[src/design/fdhri_pkg.sv]
// constants, types and helpers for the floppy host register interface
package fdhri_pkg;
   // ==========================================
   // register select codes
   localparam logic [1:0] FDHRI_SEL_STATUS = 2'h0; // read status, write command
   localparam logic [1:0] FDHRI_SEL_TRACK = 2'h1;
   localparam logic [1:0] FDHRI_SEL_SECTOR = 2'h2;
   localparam logic [1:0] FDHRI_SEL_DATA = 2'h3;
   // ==========================================
   // reset values
   localparam logic [7:0] FDHRI_CMD_RST = 8'h00;
   localparam logic [7:0] FDHRI_TRACK_RST = 8'h00;
   localparam logic [7:0] FDHRI_SECTOR_RST = 8'h00;
   localparam logic [7:0] FDHRI_DATA_RST = 8'h00;
   localparam logic [7:0] FDHRI_ZERO_BYTE = 8'h00; // sent when host is late
   // ==========================================
   // status word bit positions
   localparam int FDHRI_ST_BUSY = 0;
   localparam int FDHRI_ST_REQ = 1;
   localparam int FDHRI_ST_LOST = 2;
   // ==========================================
   // check code
   localparam logic [15:0] FDHRI_CRC_POLY = 16'h1021; // x16 + x12 + x5 + 1
   localparam logic [15:0] FDHRI_CRC_PRESET = 16'hFFFF;
   // ==========================================
   // timing: bit cell lengths per density
   localparam int FDHRI_CLK_PERIOD_NS = 4;
   localparam int FDHRI_FM_CELL_NS = 4000; // plain default, single density
   localparam int FDHRI_MFM_CELL_NS = 2000; // plain default, double density
   // longest time rounds down, never below one cycle
   function automatic int fdhri_cycles(input int ns);
      int c;
      c = ns / FDHRI_CLK_PERIOD_NS;
      return (c < 1) ? 1 : c;
   endfunction
   localparam int FDHRI_FM_CELL_CYC = fdhri_cycles(FDHRI_FM_CELL_NS);
   localparam int FDHRI_MFM_CELL_CYC = fdhri_cycles(FDHRI_MFM_CELL_NS);
   localparam int FDHRI_BITS_PER_BYTE = 8;
   // ==========================================
   // one host access as seen after decode
   typedef struct packed {
      logic rd; // chip select and read strobe both low
      logic wr; // chip select and write strobe both low
      logic [1:0] sel;
   } fdhri_acc_t;
endpackage : fdhri_pkg

[src/design/fdhri_crc16.sv]
// serial sixteen-bit check code generator and checker
module fdhri_crc16
   import fdhri_pkg::*;
(
   input wire logic clk,
   input wire logic rst,
   input wire logic preset, // start of address mark
   input wire logic shift, // one bit enters
   input wire logic bit_in,
   output logic [15:0] crc,
   output logic crc_zero // whole field incl. check bytes passed clean
);
   // ==========================================
   // register
   logic [15:0] crc_reg;
   logic [15:0] crc_next;
   logic fb;

   // feedback of msb against incoming bit
   assign fb = crc_reg[15] ^ bit_in;
   assign crc_next = {crc_reg[14:0], 1'b0} ^ (fb ? FDHRI_CRC_POLY : 16'h0000);

   // preset wins so a new mark restarts cleanly
   always_ff @(posedge clk) begin
      if (rst || preset) begin
         crc_reg <= FDHRI_CRC_PRESET;
      end else if (shift) begin
         crc_reg <= crc_next;
      end
   end

   assign crc = crc_reg;
   assign crc_zero = (crc_reg == 16'h0000);
endmodule // fdhri_crc16

[src/design/fdhri_shifter.sv]
// eight-bit serial data shift register for disk reads and writes
module fdhri_shifter
   import fdhri_pkg::*;
(
   input wire logic clk,
   input wire logic rst,
   input wire logic bit_tick, // one pulse per bit cell
   input wire logic read_mode,
   input wire logic write_mode,
   input wire logic bit_in, // raw read bit
   input wire logic [7:0] load_byte, // byte for the write side
   output logic need_byte, // write side takes load_byte now
   output logic byte_ready, // read side byte complete (pulse)
   output logic [7:0] byte_out,
   output logic bit_out // serial write bit
);
   // ==========================================
   // state
   logic [7:0] shift_reg;
   logic [2:0] cnt_reg;
   logic last_bit;

   assign last_bit = (cnt_reg == 3'(FDHRI_BITS_PER_BYTE - 1));
   assign need_byte = write_mode && bit_tick && (cnt_reg == 3'h0);
   assign byte_out = shift_reg;
   assign bit_out = shift_reg[7];

   // assemble msb first; write loads at a byte boundary
   always_ff @(posedge clk) begin
      if (rst || !(read_mode || write_mode)) begin
         shift_reg <= 8'h00;
         cnt_reg <= 3'h0;
         byte_ready <= 1'b0;
      end else begin
         byte_ready <= read_mode && bit_tick && last_bit;
         if (bit_tick) begin
            cnt_reg <= cnt_reg + 3'h1;
            if (need_byte) begin
               shift_reg <= load_byte;
            end else if (read_mode) begin
               shift_reg <= {shift_reg[6:0], bit_in};
            end else begin
               shift_reg <= {shift_reg[6:0], 1'b0};
            end
         end
      end
   end
endmodule // fdhri_shifter

[src/design/fdhri_top.sv]
// host register section of the floppy formatter: decode, data path, flags
module fdhri_top
   import fdhri_pkg::*;
(
   input wire logic REF_CLK,
   input wire logic RST,
   // host side
   input wire logic CS_N,
   input wire logic HOST_FETCH_STROBE_N,
   input wire logic HOST_STORE_STROBE_N,
   input wire logic SELECT_HI,
   input wire logic SELECT_LO,
   input wire logic [7:0] HOST_BUS_LINES_I,
   output logic [7:0] HOST_BUS_LINES_O,
   output logic HOST_BUS_LINES_OE_N,
   output logic BYTE_TRANSFER_REQUEST,
   output logic COMPLETION_IRQ,
   // drive side
   input wire logic DENSITY_SELECT_N,
   input wire logic RAW_READ_BIT,
   output logic WRITE_DATA_BIT,
   output logic DOUBLE_DENSITY,
   // command sequencer side
   input wire logic SEQ_READ_MODE,
   input wire logic SEQ_WRITE_MODE,
   input wire logic SEQ_CMD_DONE,
   input wire logic SEQ_FORCE_COND,
   input wire logic SEQ_STEP_IN,
   input wire logic SEQ_STEP_OUT,
   input wire logic SEQ_ID_CHECK,
   input wire logic [7:0] SEQ_ID_TRACK,
   input wire logic [7:0] SEQ_ID_SECTOR,
   input wire logic SEQ_CRC_PRESET,
   input wire logic SEQ_CRC_ENABLE,
   input wire logic [4:0] SEQ_STATUS_HI,
   output logic [7:0] CMD_WORD,
   output logic CMD_STROBE,
   output logic [7:0] SEEK_TARGET,
   output logic TRACK_MATCH,
   output logic SECTOR_MATCH,
   output logic CRC_OK
);
   // ==========================================
   // host access decode
   fdhri_acc_t acc; // current access
   logic rd_d_reg; // read seen last cycle
   logic wr_d_reg; // write seen last cycle
   logic rd_start; // first cycle of a read
   logic wr_start; // first cycle of a write
   logic [1:0] sel;

   assign acc.rd = !CS_N && !HOST_FETCH_STROBE_N;
   assign acc.wr = !CS_N && !HOST_STORE_STROBE_N;
   assign acc.sel = {SELECT_HI, SELECT_LO};
   assign sel = acc.sel;
   // act on strobe leading edge so a long strobe counts once
   assign rd_start = acc.rd && !rd_d_reg;
   assign wr_start = acc.wr && !wr_d_reg;

   // select-specific strobes
   logic rd_status;
   logic rd_data;
   logic wr_cmd;
   logic wr_track;
   logic wr_sector;
   logic wr_data;
   assign rd_status = rd_start && (sel == FDHRI_SEL_STATUS);
   assign rd_data = rd_start && (sel == FDHRI_SEL_DATA);
   assign wr_cmd = wr_start && (sel == FDHRI_SEL_STATUS);
   assign wr_track = wr_start && (sel == FDHRI_SEL_TRACK);
   assign wr_sector = wr_start && (sel == FDHRI_SEL_SECTOR);
   assign wr_data = wr_start && (sel == FDHRI_SEL_DATA);

   // strobe edge history
   always_ff @(posedge REF_CLK) begin
      if (RST) begin
         rd_d_reg <= 1'b0;
         wr_d_reg <= 1'b0;
      end else begin
         rd_d_reg <= acc.rd;
         wr_d_reg <= acc.wr;
      end
   end

   // ==========================================
   // density and bit cell divider
   logic mfm_reg; // double density selected
   logic [9:0] cell_cnt_reg;
   logic bit_tick;
   logic [9:0] cell_len;
   logic xfer_mode;

   // double density when the select input is low
   always_ff @(posedge REF_CLK) begin
      if (RST) begin
         mfm_reg <= 1'b0;
      end else begin
         mfm_reg <= !DENSITY_SELECT_N;
      end
   end

   assign cell_len = mfm_reg ? 10'(FDHRI_MFM_CELL_CYC - 1) : 10'(FDHRI_FM_CELL_CYC - 1);
   assign bit_tick = xfer_mode && (cell_cnt_reg == cell_len);
   assign xfer_mode = SEQ_READ_MODE || SEQ_WRITE_MODE;

   // free divider, held at zero outside transfers
   always_ff @(posedge REF_CLK) begin
      if (RST || !xfer_mode || bit_tick) begin
         cell_cnt_reg <= 10'h000;
      end else begin
         cell_cnt_reg <= cell_cnt_reg + 10'h001;
      end
   end

   // ==========================================
   // registers seen by the host
   logic [7:0] cmd_reg;
   logic [7:0] track_reg;
   logic [7:0] sector_reg;
   logic [7:0] data_reg;
   logic busy_reg;
   logic req_reg;
   logic lost_reg;
   logic irq_reg;
   logic cmd_stb_reg;
   logic [7:0] status_word;

   // ==========================================
   // serial data path
   logic need_byte;
   logic byte_ready;
   logic [7:0] sh_byte;
   logic sh_bit;
   logic [7:0] load_byte;
   logic late_write; // host has not refilled in time

   assign late_write = req_reg;
   assign load_byte = late_write ? FDHRI_ZERO_BYTE : data_reg;

   fdhri_shifter u_shift (
      .clk(REF_CLK),
      .rst(RST),
      .bit_tick(bit_tick),
      .read_mode(SEQ_READ_MODE),
      .write_mode(SEQ_WRITE_MODE),
      .bit_in(RAW_READ_BIT),
      .load_byte(load_byte),
      .need_byte(need_byte),
      .byte_ready(byte_ready),
      .byte_out(sh_byte),
      .bit_out(sh_bit)
   );

   // check code sees the bit stream in either direction
   logic crc_bit;
   // the full check code stays inside; only its zero test leaves
   logic crc_zero;
   assign crc_bit = SEQ_WRITE_MODE ? sh_bit : RAW_READ_BIT;

   fdhri_crc16 u_crc (
      .clk(REF_CLK),
      .rst(RST),
      .preset(SEQ_CRC_PRESET),
      .shift(SEQ_CRC_ENABLE && bit_tick),
      .bit_in(crc_bit),
      .crc(),
      .crc_zero(crc_zero)
   );

   // ==========================================
   // command, track and sector registers
   // busy writes are the host's problem; the device still takes them
   always_ff @(posedge REF_CLK) begin
      if (RST) begin
         cmd_reg <= FDHRI_CMD_RST;
         cmd_stb_reg <= 1'b0;
      end else begin
         cmd_stb_reg <= wr_cmd;
         if (wr_cmd) begin
            cmd_reg <= HOST_BUS_LINES_I;
         end
      end
   end

   // step updates win over a host write in the same cycle
   always_ff @(posedge REF_CLK) begin
      if (RST) begin
         track_reg <= FDHRI_TRACK_RST;
      end else if (SEQ_STEP_IN) begin
         track_reg <= track_reg + 8'h01;
      end else if (SEQ_STEP_OUT) begin
         track_reg <= track_reg - 8'h01;
      end else if (wr_track) begin
         track_reg <= HOST_BUS_LINES_I;
      end
   end

   // sector register
   always_ff @(posedge REF_CLK) begin
      if (RST) begin
         sector_reg <= FDHRI_SECTOR_RST;
      end else if (wr_sector) begin
         sector_reg <= HOST_BUS_LINES_I;
      end
   end

   // holding register: disk byte in on reads, host byte in otherwise
   always_ff @(posedge REF_CLK) begin
      if (RST) begin
         data_reg <= FDHRI_DATA_RST;
      end else if (byte_ready) begin
         data_reg <= sh_byte;
      end else if (wr_data) begin
         data_reg <= HOST_BUS_LINES_I;
      end
   end

   // ==========================================
   // transfer request, lost data, busy, interrupt
   logic req_set;
   logic req_clr;
   logic lost_set;
   logic irq_set;
   logic irq_clr;

   assign req_set = byte_ready || need_byte;
   assign req_clr = (SEQ_READ_MODE && rd_data) || (SEQ_WRITE_MODE && wr_data);
   assign lost_set = (byte_ready && req_reg) || (need_byte && late_write);
   assign irq_set = SEQ_CMD_DONE || SEQ_FORCE_COND;
   assign irq_clr = rd_status || wr_cmd;

   // request flag: a new byte event beats a host clear
   always_ff @(posedge REF_CLK) begin
      if (RST || !xfer_mode) begin
         req_reg <= 1'b0;
      end else if (req_set) begin
         req_reg <= 1'b1;
      end else if (req_clr) begin
         req_reg <= 1'b0;
      end
   end

   // lost data lives until the next command
   always_ff @(posedge REF_CLK) begin
      if (RST) begin
         lost_reg <= 1'b0;
      end else if (lost_set) begin
         lost_reg <= 1'b1;
      end else if (wr_cmd) begin
         lost_reg <= 1'b0;
      end
   end

   // busy from command taken to completion
   always_ff @(posedge REF_CLK) begin
      if (RST) begin
         busy_reg <= 1'b0;
      end else if (SEQ_CMD_DONE) begin
         busy_reg <= 1'b0;
      end else if (wr_cmd) begin
         busy_reg <= 1'b1;
      end
   end

   // interrupt request: set beats clear
   always_ff @(posedge REF_CLK) begin
      if (RST) begin
         irq_reg <= 1'b0;
      end else if (irq_set) begin
         irq_reg <= 1'b1;
      end else if (irq_clr) begin
         irq_reg <= 1'b0;
      end
   end

   // ==========================================
   // status word and host read path
   logic [7:0] rd_mux;
   assign status_word = {SEQ_STATUS_HI, lost_reg, req_reg && xfer_mode, busy_reg};
   // the command word is never readable
   assign rd_mux = (sel == FDHRI_SEL_STATUS) ? status_word :
                   (sel == FDHRI_SEL_TRACK) ? track_reg :
                   (sel == FDHRI_SEL_SECTOR) ? sector_reg : data_reg;

   // bus drive is registered: one cycle behind the strobes
   always_ff @(posedge REF_CLK) begin
      if (RST) begin
         HOST_BUS_LINES_O <= 8'h00;
         HOST_BUS_LINES_OE_N <= 1'b1;
      end else begin
         HOST_BUS_LINES_O <= acc.rd ? rd_mux : 8'h00;
         HOST_BUS_LINES_OE_N <= !acc.rd;
      end
   end

   // ==========================================
   // id field compare and remaining outputs
   always_ff @(posedge REF_CLK) begin
      if (RST) begin
         TRACK_MATCH <= 1'b0;
         SECTOR_MATCH <= 1'b0;
      end else if (SEQ_ID_CHECK) begin
         TRACK_MATCH <= (SEQ_ID_TRACK == track_reg);
         SECTOR_MATCH <= (SEQ_ID_SECTOR == sector_reg);
      end
   end

   // all other outputs straight from flops
   always_ff @(posedge REF_CLK) begin
      if (RST) begin
         WRITE_DATA_BIT <= 1'b0;
         DOUBLE_DENSITY <= 1'b0;
         SEEK_TARGET <= FDHRI_DATA_RST;
         CRC_OK <= 1'b0;
      end else begin
         WRITE_DATA_BIT <= SEQ_WRITE_MODE && sh_bit;
         DOUBLE_DENSITY <= mfm_reg;
         SEEK_TARGET <= data_reg;
         CRC_OK <= crc_zero;
      end
   end

   // signal-level outputs: single clock for everything
   assign BYTE_TRANSFER_REQUEST = req_reg;
   assign COMPLETION_IRQ = irq_reg;
   assign CMD_WORD = cmd_reg;
   assign CMD_STROBE = cmd_stb_reg;
endmodule // fdhri_top

[config.mk]
export PLATFORM = sky130hd
export DESIGN_NAME = fdhri_top
export DESIGN_NICKNAME = d
export VERILOG_FILES = /design/src/design/fdhri_pkg.sv /design/src/design/fdhri_crc16.sv /design/src/design/fdhri_shifter.sv /design/src/design/fdhri_top.sv
export SDC_FILE = /design/constraint.sdc
export NUM_CORES = 1
export LEC_CHECK = 0
export BUFFER_PORTS_ARGS = -buffer_cell sky130_fd_sc_hd__buf_2
export CAP_MARGIN = 5
export CORE_MARGIN = 5
export CORE_UTILIZATION = 40
export CTS_CLUSTER_SIZE = 40
export DETAILED_ROUTE_END_ITERATION = 10
export SYNTH_ARGS = -nofsm -noshare
export SYNTH_HDL_FRONTEND = slang
export SYNTH_SLANG_ARGS = --single-unit
[constraint.sdc]
create_clock -name REF_CLK -period 4.3 [get_ports REF_CLK]
set_input_delay 0.43 -clock REF_CLK [delete_from_list [all_inputs] [get_ports REF_CLK]]
set_output_delay 0.43 -clock REF_CLK [all_outputs]
set_load 0.005 [all_outputs]
[Yosys cells after proc, flatten, opt, wreduce, memory -nomap -nowiden]
Cells that the tools add are included.
Word-level totals
  register bits: 100
  input port bits: 47
  output and inout port bits: 33
  word-level logic and storage cells: 108
Cells by class
  $add $sub $neg: 4
  eq/ne operators: 7
  muxes and demuxes: 20
  bitwise operators: 3
  reductions and logical operators: 49
Operators by type and width (number)
  $mux W8: 10
  $logic_and A1 B1 Y1: 22
  $eq A8 B8 Y1: 2
  $logic_not A16 Y1: 1
  $xor A16 B16 Y16: 1
  $mux W13: 1
  $add A10 B1 Y10 const B: 1
  $eq A10 B10 Y1: 1
  $mux W10: 1
  $logic_or A1 B1 Y1: 9
  $add A8 B1 Y8 const B: 1
  $logic_not A1 Y1: 8
  $mux W1: 8
  $reduce_bool A2 Y1: 4
  $sub A8 B1 Y8 const B: 1
  $eq A2 B2 Y1 const B: 2
  $reduce_or A2 Y1: 2
  $add A3 B1 Y3 const B: 1
  $eq A3 B3 Y1 const B: 1
  $logic_not A3 Y1: 1
  $reduce_bool A3 Y1: 1
  $eq A2 B1 Y1 const B: 1
  $logic_not A2 Y1: 1
  $not A1 Y1: 1
  $xor A1 B1 Y1: 1

[Logic depth before layout (Yosys ltp)]
Gate-level depths: netlist of run 1.
  depth in word-level cells: 8
  depth in mapped cells: 7
  mapped depth without buffers: 6

[Hierarchy]
From an unflattened synthesis of run 1, not the netlist that was laid out.
Second synthesis, totals
  cells, all modules: 502
  area, all modules: 4748.3 um2
By module, submodules not included
  fdhri_top: instances 1, cells an instance 370, area an instance 3430.8 um2, sequential area each 1441.4 um2
  fdhri_crc16: instances 1, cells an instance 74, area an instance 750.7 um2, sequential area each 320.3 um2
  fdhri_shifter: instances 1, cells an instance 58, area an instance 566.8 um2, sequential area each 240.2 um2

[Worst setup path after synthesis of run 1]
OpenSTA, ideal clock, no wires.
  path kind: flip-flop to flip-flop
  from: register track_reg[0]
  to: register track_reg[4]
  setup time: 0.092 ns
  arrival time: 1.706 ns
  data required time: 4.208 ns
  slack: 2.502 ns
  cell stages (with the launch flop): 8
  buffers on the path: 1
  period minus slack after synthesis: 1.798 ns
  cell sequence: dfxtp_1 > buf_6 > inv_1 > ha_1 > or3b_1 > o2bb2a_1 > o22a_1 > o32ai_1
Between the ends
  word-level cells in the longest chain between the ends: 3
  elaborated cells on any way between the ends: 4
  those cells by class: add/sub (2); mux (2)
RTL lines
  from (decl): RTL line fdhri_top.sv:118  | logic [7:0] track_reg;
  from (signal assigned): RTL line fdhri_top.sv:190  | track_reg <= track_reg + 8'h01;
  from (signal assigned): RTL line fdhri_top.sv:192  | track_reg <= track_reg - 8'h01;
  $sub A8 B1 Y8: RTL line fdhri_top.sv:192
  $mux W8: RTL line fdhri_top.sv:191  | end else if (SEQ_STEP_OUT) begin
  $mux W8 (*): RTL line fdhri_top.sv:189  | end else if (SEQ_STEP_IN) begin
Every way passes the cells marked *; elsewhere a longest branch is shown, timed or not.
A chain may end at the register's enable or synchronous reset.

[Worst setup path in the final report of run 1]
  from: register cell_cnt_reg[0]
  to: register u_shift.shift_reg[1], in the netlist u_shift.byte_out[1]
Between the ends
  word-level cells in the longest chain between the ends: 5
RTL lines
  from (decl): RTL line fdhri_top.sv:88  | logic [9:0] cell_cnt_reg;
  from (signal assigned): RTL line fdhri_top.sv:111  | cell_cnt_reg <= cell_cnt_reg + 10'h001;
  $eq A10 B10 Y1 (*): RTL line fdhri_top.sv:103  | assign bit_tick = xfer_mode && (cell_cnt_reg == cell_len);
  $logic_and A1 B1 Y1 (*): RTL line fdhri_top.sv:103
  $logic_and A1 B1 Y1 (2 in series): RTL line fdhri_shifter.sv:24  | assign need_byte = write_mode && bit_tick && (cnt_reg == 3'h0);
  $mux W8: RTL line fdhri_shifter.sv:38  | if (need_byte) begin
  to (signal assigned): RTL line fdhri_shifter.sv:39  | shift_reg <= load_byte;
  to (signal assigned): RTL line fdhri_shifter.sv:41  | shift_reg <= {shift_reg[6:0], bit_in};
  to (signal assigned): RTL line fdhri_shifter.sv:43  | shift_reg <= {shift_reg[6:0], 1'b0};
  to (decl): RTL line fdhri_shifter.sv:19  | logic [7:0] shift_reg;
Marked as above.

==> results.toml, run 1 <==
[sta]
hold_violations = 0
finClkSkew_ns = 0.00727
slew_viol_final = 0
fin_crit_ns = 2.36
slew_headroom_pct = 25.3
fmax_ghz = 0.424
setup_tns_ns = 0
rsz0062_at_grt = "false"
tightestPinTransition_ns = 1.12
setup_viol = 0
fin_crit_sh_pct = 54.8

[worst_hold_path]
hp-class = "primary input to register"
holdCritStartpoint = "DENSITY_SELECT_N"
hold_path_depth = 2
hold_end = "mfm_reg"

[route]
drc_errors = 0
vias = 4112
ant_nets = 0
routed_wl_um = 12600
vias_per_cell = 5.68
drt_iter0_drc = 376
wl_per_cell_um = 17.5
detail_route.first_pass.iterations = 4

[synth]
synth.ff_latch_count = 100
synth-simple-area-share_pct = 21.2
ys_top_cells_by_area = "dfxtp_1 42%, mux2i_1 5.3%, nor4_1 3.7%"
ys_types = 61
muxShareOfSynthArea_pct = 8.11
synth_top_area_cell = "dfxtp_1"
synth_top_family_by_area = "simple AND/OR/NAND/NOR gates"
syn_inst = 527
syn-cell-area_mm2 = 0.00475
synthArstFlopShare_pct = 0
synth_ff_type = "dfxtp_1"
synth_edf_count = 0
synth_seq_area_share_pct = 42.1
avgSynthCellArea_um2 = 9.01
synth_fp_nets = 580
synth_top_area_share_pct = 42.1
synthAdderAreaFrac_pct = 1.58
synth-compound-area-share_pct = 16.9
synth-xor-area-share_pct = 5.74
yosysMostFrequentCell = "dfxtp_1"
yosysWarnings = 0
synthTopCellsByCount = "100 x dfxtp_1, 42 x nor2_1, 33 x clkbuf_1, 30 x a21oi_1, 28 x nor4_1"

[layout]
multi_input_area_mm2 = 0.00254
largest_reg_flops = 16
syn2layout_area_growth_pct = 15.9
num_antenna_cells = 0
final_cells = 724
fill_cells = 1121
drive_gt1_share_pct = 19.1
area.sequential_mm2 = 0.00200
fin_nets = 630

[critical_path]
path_class = "register to register"
r2r-start = "cell_cnt_reg[0]"
critPathRequiredTime_ns = 4.53
ff2ff_path_depth = 5
timing.rr.end = "u_shift.byte_out[1]"
slowest_delay_ns = 0.95
cp-end-kind = "register"
path_buf_inv = 0
ff2ff_setup_slack_ns = 1.94
crit_slowest_cell = "o2111a_1"
cp_cell_sequence = "ha_1, and4b_1, o2111a_1, a21oi_1, a211oi_1"
cpLargestDelayFamily = "compound AO/OA/AOI/OAI gates"
worstPathArrival_ns = 2.59
startpoint_type = "register"
worst-path-max-fanout = 30

[global_route]
grt_max_degree = 56
overflow = 0
antenna_found_initial = 0
grt_usage_pct = 17.7
grt_first_pass_wirelength_um = 20700
first_global_vias = 3981

[floorplanning]
core_area_mm2 = 0.0115
start_util_pct = 41.2
die_w_um = 119
io_pins = 80
dieArea_mm2 = 0.0142
row_count = 39
die-height_um = 119

[power]
finalPower_uw = 2080
cellLeakagePower_uw = 0.00221
irDropWorstVdd_v = 0.000209
power_density_mw_per_mm2 = 378

[run_status]
status = "complete, no violations"

[clock_network]
postCtsSetupBuffers = 0
ctsHtreeMaxLevel = 3
cts_sinks = 100
cts.reportedPaths.clkPinSlew_ns = 0.07
cts_hold_buf = 0
cts_tree = "yes"
clkLatencyLatePin_ns = 0.33
cts-buffers-inserted = 9
ctsResizeCount = 0
clockBufferDepth = 2
root_buffer = "clkbuf_16"

[placed_design]
placedCellCount = 709
hpwl_um = 8910
place_congestion = 0.845
io_buffers = 79

[flow_run]
cap_violations = 0
## metal layers
layer	vias to the layer above	wire length, um	GRT usage, %	share of wire (%)
met3	15	672	3.22	5.3
met5	-	0	0	0
met1	1952	6010	24.6	48
met4	0	148	4.78	1.2
li1	2033	-	-	-
met2	112	5800	28.3	46
## worst max-delay path by stage
stage               depth (start not counted)       startpoint  slack, ns                  end
finish                                      5  cell_cnt_reg[0]       1.94  u_shift.byte_out[1]
global route                                5  cell_cnt_reg[0]       1.76  u_shift.byte_out[7]
CTS                                         5  cell_cnt_reg[0]       1.95  u_shift.byte_out[1]
detailed placement                          5    SEQ_READ_MODE       1.98      cell_cnt_reg[5]
global placement                            5   SEQ_WRITE_MODE       1.99      cell_cnt_reg[6]
floorplan                                   7     track_reg[0]       2.50         track_reg[4]
## cells in the final DEF (no fill, tap or decap), types with 3 or more instances in the layout
cell       count
dfxtp_1      100
buf_2         79
nor2_1        42
a21oi_1       30
nor4_1        28
o21ai_0       27
nand2_1       25
mux2i_1       25
a31oi_1       21
nor2b_1       20
nand3_1       19
xor2_1        19
a211oi_1      18
nand2b_1      10
nor3_1         9
clkbuf_16      9
inv_1          8
and2_1         7
xnor2_1        7
mux4_2         6
ha_1           6
nand4_1        5
or3_1          4
a311oi_1       3
a21o_1         3
bufinv_16      3
buf_4          3
## cell families after synthesis
logic type / after synthesis
AO/OA/AOI/OAI: 125
XOR/XNOR: 28
flip-flops: 100
AND/OR/NAND/NOR: 186
adder cells (fa/ha/maj): 6
buffers and inverters: 51
multiplexers: 31
## power by group
group / switching (uW) / internal [uW]
Sequential: 31.7 / 946
Combinational: 113 / 80.8
Clock: 341 / 568
## worst reg2reg max path, cell delays in order (launching register included)
cell,delay [ns]
dfxtp_1,0.37
ha_1,0.25
and4b_1,0.24
o2111a_1,0.95
a21oi_1,0.17
a211oi_1,0.27
## area by class of cell
type,instances,share of cell area (%)
sequential,100,36.4
multi-input combinational,376,46.1
tap,143,3.25
clock inverter,6,2.04
clock buffer,9,4.09
inverter,8,0.545
timing repair buffer,82,7.59
## through the flow
| step | util, % | cell area (um^2) | hold WS, ns | worst slack [ns] |
|---|---|---|---|---|
| final | 47.8 | 5510 | 0.240 | 1.94 |
| after floorplan | - | 4750 | 0.419 | 2.50 |
| after global placement | 44.9 | 5170 | 0.442 | 1.99 |
| after detailed placement | 44.9 | 5170 | 0.449 | 1.98 |
| after global routing | 47.8 | 5510 | 0.233 | 1.76 |
| after CTS | 47.8 | 5510 | 0.228 | 1.95 |
Note: power is estimated with default switching activity, not from simulation.
==> run 2, diff against run 1 <==
Clock period 4.3 ns to 2.1 ns, I/O delays scaled along.
==> results.toml, run 2 (synthesized netlist as in run 1, its figures left out) <==
[run_status]
status = "complete, no violations"

[placed_design]
io_buffers = 79
hpwl_um = 9020
preCtsSetupSlack_ns = 0.181
place_congestion = 0.896
placedCellCount = 719

[floorplanning]
io_pins = 80
die-height_um = 119
dieArea_mm2 = 0.0142
core_area_mm2 = 0.0115
start_util_pct = 41.2
row_count = 39
die_w_um = 119

[sta]
slew_viol_final = 0
setup_tns_ns = 0
fin_crit_ns = 1.95
hold_violations = 0
tightestPinTransition_ns = 0.877
whs_ns = 0.0174
fmax_ghz = 0.513
layout_setup_ws_ns = 0.152
setup_viol = 0
finClkSkew_ns = 0.00621
slew_headroom_pct = 41.3
rsz0062_at_grt = "false"
fin_crit_sh_pct = 92.8

[layout]
final_util_pct = 48.5
mostFrequentLayoutCells = "100 x dfxtp_1, 79 x buf_2, 42 x nor2_1, 30 x a21oi_1, 28 x nor4_1"
layout_commonest_cell = "dfxtp_1"
fin_nets = 640
syn2layout_area_growth_pct = 17.5
num_antenna_cells = 0
largest_reg_flops = 16
drive_gt1_share_pct = 20.5
final_cells = 734

[clock_network]
cts.reportedPaths.clkPinSlew_ns = 0.07
ctsHtreeMaxLevel = 3
root_buffer = "clkbuf_16"
cts_sinks = 100
clockBufferDepth = 2
ctsResizeCount = 0
cts_tree = "yes"
cts-buffers-inserted = 9
clkLatencyLatePin_ns = 0.34
cts_hold_buf = 0
postCtsSetupBuffers = 0

[critical_path]
crit_slowest_cell = "or3b_1"
startpoint = "track_reg[0]"
critPathRequiredTime_ns = 2.35
path_depth = 6
ff2ff_path_depth = 6
timing.rr.end = "track_reg[4]"
startpoint_type = "register"
ff2ff_setup_slack_ns = 0.15
crit_end = "track_reg[4]"
cp_cell_sequence = "inv_1, ha_1, or3b_1, o2bb2a_1, o22a_1, o32ai_1"
worstPathArrival_ns = 2.19
path_buf_inv = 1
path_class = "register to register"
slowest_delay_ns = 0.42
cpLargestDelayFamily = "compound AO/OA/AOI/OAI gates"
worst-path-max-fanout = 9
r2r-start = "track_reg[0]"
cp-end-kind = "register"

[route]
vias = 4160
wl_per_cell_um = 17.3
routed_wl_um = 12700
drt_iter0_drc = 376
drc_errors = 0
ant_nets = 0
vias_per_cell = 5.67
detail_route.first_pass.iterations = 5

[global_route]
grt_usage_pct = 17.9
grt_first_pass_wirelength_um = 20700
antenna_found_initial = 0
overflow = 0
grt_max_degree = 36
first_global_vias = 3990

[flow_run]
cap_violations = 0

[power]
irDropWorstVdd_v = 0.000391
cellLeakagePower_uw = 0.00225
power_density_mw_per_mm2 = 769

[worst_hold_path]
hp-class = "primary input to register"
[run 2: cell count changes in the layout (fill, tap and decap cells not counted)]
| cell | change |
|---|---|
| clkinvlp_4 | +1 |
| buf_4 | +10 |
| clkinv_4 | -1 |
[run 2: layer usage]
layer / vias up / global-route usage (%) / part of all wire, %
li1: 2049 / - / -
met1: 1939 / 25.1 / 48
met2: 158 / 26.6 / 44
met3: 14 / 4.55 / 6.3
met4: 0 / 6.44 / 1.7
met5: - / 0 / 0
[run 2: cell type report]
cell class              count  area [um^2]
fillers                  1105         5940
multi-input cells         376         2540
flip-flops and latches    100         2000
repair buffers             92          493
clock inverters             6          111
inverters                   8         30.0
clock buffers               9          225
well taps                 143          179
[run 2: how the worst min path moves through the flow]
stage / startpoint / to / slack [ns] / cells past startpoint
after CTS: DENSITY_SELECT_N / mfm_reg / 0.004 / 2
after detailed placement: DENSITY_SELECT_N / mfm_reg / 0.37 / 2
after global routing: DENSITY_SELECT_N / mfm_reg / 0.02 / 2
after floorplan: CS_N / wr_d_reg / 0.28 / 1
final: DENSITY_SELECT_N / mfm_reg / 0.02 / 2
after global placement: DENSITY_SELECT_N / mfm_reg / 0.37 / 2
[run 2: per-stage QoR]
step,power [uW],cell area [um^2]
2_1_floorplan,2290,4750
3_3_place_gp,2440,5240
3_5_place_dp,2440,5240
4_1_cts,4330,5580
5_1_grt,4460,5580
6_report,4290,5580
[run 2: report_power, final]
group,switching [uW],internal (uW),leakage [uW]
sequential,62.6,1940,0.000811
clock,724,1160,0.000162
combinational,233,175,0.00128
==> run 3, diff against run 2 <==
--- a/config.mk
+++ b/config.mk
@@ -13,2 +13,3 @@
 export DETAILED_ROUTE_END_ITERATION = 10
+export SLEW_MARGIN = 20
 export SYNTH_ARGS = -nofsm -noshare
==> constraint.sdc (replaced) <==
create_clock -name REF_CLK -period 2.1 [get_ports REF_CLK]
set_input_delay 0 -clock REF_CLK [delete_from_list [all_inputs] [get_ports REF_CLK]]
set_output_delay 0 -clock REF_CLK [all_outputs]
set_load 0.005 [all_outputs]
==> results.toml, run 3 (synthesized netlist as in run 1, its figures left out) <==
[route]
vias = 4238
top_layer = "met4"
drc_errors = 0
ant_nets = 0
drt_iter0_drc = 383
vias_per_cell = 5.67
dr_wl_met3_um = 857
routed_wl_um = 12900
wl_met1_um = 6100
detail_route.first_pass.iterations = 5
wl_met2_um = 5790
wl_per_cell_um = 17.3

[clock_network]
postCtsSetupBuffers = 0
cts-buffers-inserted = 9
ctsResizeCount = 0
cts_tree = "yes"
clockBufferDepth = 2
cts_sinks = 100
cts.reportedPaths.clkPinSlew_ns = 0.07
ctsHtreeMaxLevel = 3
clkLatencyLatePin_ns = 0.35
root_buffer = "clkbuf_16"
cts_hold_buf = 15

[global_route]
grt_max_degree = 32
grt_usage_pct = 18.4
overflow = 0
first_global_vias = 3966
antenna_found_initial = 0
grt_first_pass_wirelength_um = 21000

[critical_path]
startpoint_type = "register"
worst-path-max-fanout = 8
critPathRequiredTime_ns = 2.36
path_class = "register to register"
cp-end-kind = "register"
worstPathArrival_ns = 2.18

[layout]
syn2layout_area_growth_pct = 21.9
multi_input_area_mm2 = 0.00254
layout_commonest_cell = "dfxtp_1"
final_util_pct = 50.3
finish.instance_area_mm2 = 0.00579
largest_reg_flops = 16
fill_cells = 1087
num_antenna_cells = 0
mostFrequentLayoutCells = "100 x dfxtp_1, 79 x buf_2, 42 x nor2_1, 30 x a21oi_1, 28 x nor4_1"
fin_nets = 653
area.sequential_mm2 = 0.00200
drive_gt1_share_pct = 19.8

[floorplanning]
row_count = 39
die_w_um = 119
dieArea_mm2 = 0.0142
core_area_mm2 = 0.0115
io_pins = 80
die-height_um = 119
start_util_pct = 41.2

[sta]
tightestPinTransition_ns = 0.626
finClkSkew_ns = 0.00924
hold_violations = 0
rsz0062_at_grt = "false"
slew_headroom_pct = 58.3
setup_viol = 0
fmax_ghz = 0.522
setup_tns_ns = 0
fin_crit_sh_pct = 91.3
slew_viol_final = 0
fin_crit_ns = 1.92

[flow_run]
cap_violations = 0

[placed_design]
placed_area_mm2 = 0.00524
io_buffers = 79
place_congestion = 0.881
hpwl_um = 9060

[worst_hold_path]
hp-class = "primary input to register"

[power]
cellLeakagePower_uw = 0.00234
finalPower_uw = 4600
power_density_mw_per_mm2 = 794
irDropWorstVdd_v = 0.000460

[run_status]
status = "complete, no violations"
[run 3: layout make-up]
cell class | instances | share of cell area (%)
Tap cell | 143 | 3.09
Sequential cell | 100 | 34.6
Timing Repair Buffer | 105 | 11.1
Clock inverter | 6 | 2.74
Multi-Input combinational cell | 376 | 43.9
Inverter | 8 | 0.519
Clock buffer | 10 | 4.13
[run 3: worst max-delay path, stage by stage (launching register included)]
cell      delay, ns
dfxtp_1        0.40
inv_1          0.11
ha_1           0.21
or3b_1         0.42
o2bb2a_1       0.31
o22a_1         0.19
o32ai_1        0.19
[run 3: routing by layer]
| layer | vias to the layer above | GRT usage [%] |
|---|---|---|
| met5 | - | 0 |
| met4 | 0 | 6.23 |
| met3 | 11 | 4.12 |
| met2 | 151 | 28.4 |
| met1 | 2003 | 25.4 |
| li1 | 2073 | - |
[run 3: path summary, 6_finish.rpt]
| kind | from | endpoint | slack, ns | depth (start not counted) |
|---|---|---|---|---|
| hold reg to reg | CMD_WORD[4] | CMD_WORD[4] | 0.46 | 2 |
| hold / removal | HOST_BUS_LINES_I[5] | CMD_WORD[5] | 0.01 | 3 |
| setup reg to reg | track_reg[1] | track_reg[4] | 0.18 | 6 |
| setup / recovery | track_reg[1] | track_reg[4] | 0.18 | 6 |
[run 3: metrics by stage]
| stage | instances | setup slack (ns) | hold slack [ns] |
|---|---|---|---|
| after global routing | 748 | 0.0563 | 0.0304 |
| after global placement | 717 | 0.271 | 0.157 |
| after detailed placement | 717 | 0.203 | 0.159 |
| final | 748 | 0.183 | 0.0147 |
| after floorplan | 527 | 0.302 | 0.0711 |
| after CTS | 748 | 0.192 | 0.00379 |
[run 3: power breakdown]
group	total [uW]	switching, uW	internal, uW
combinational	431	239	192
sequential	2000	59.4	1940
clock	2170	729	1440
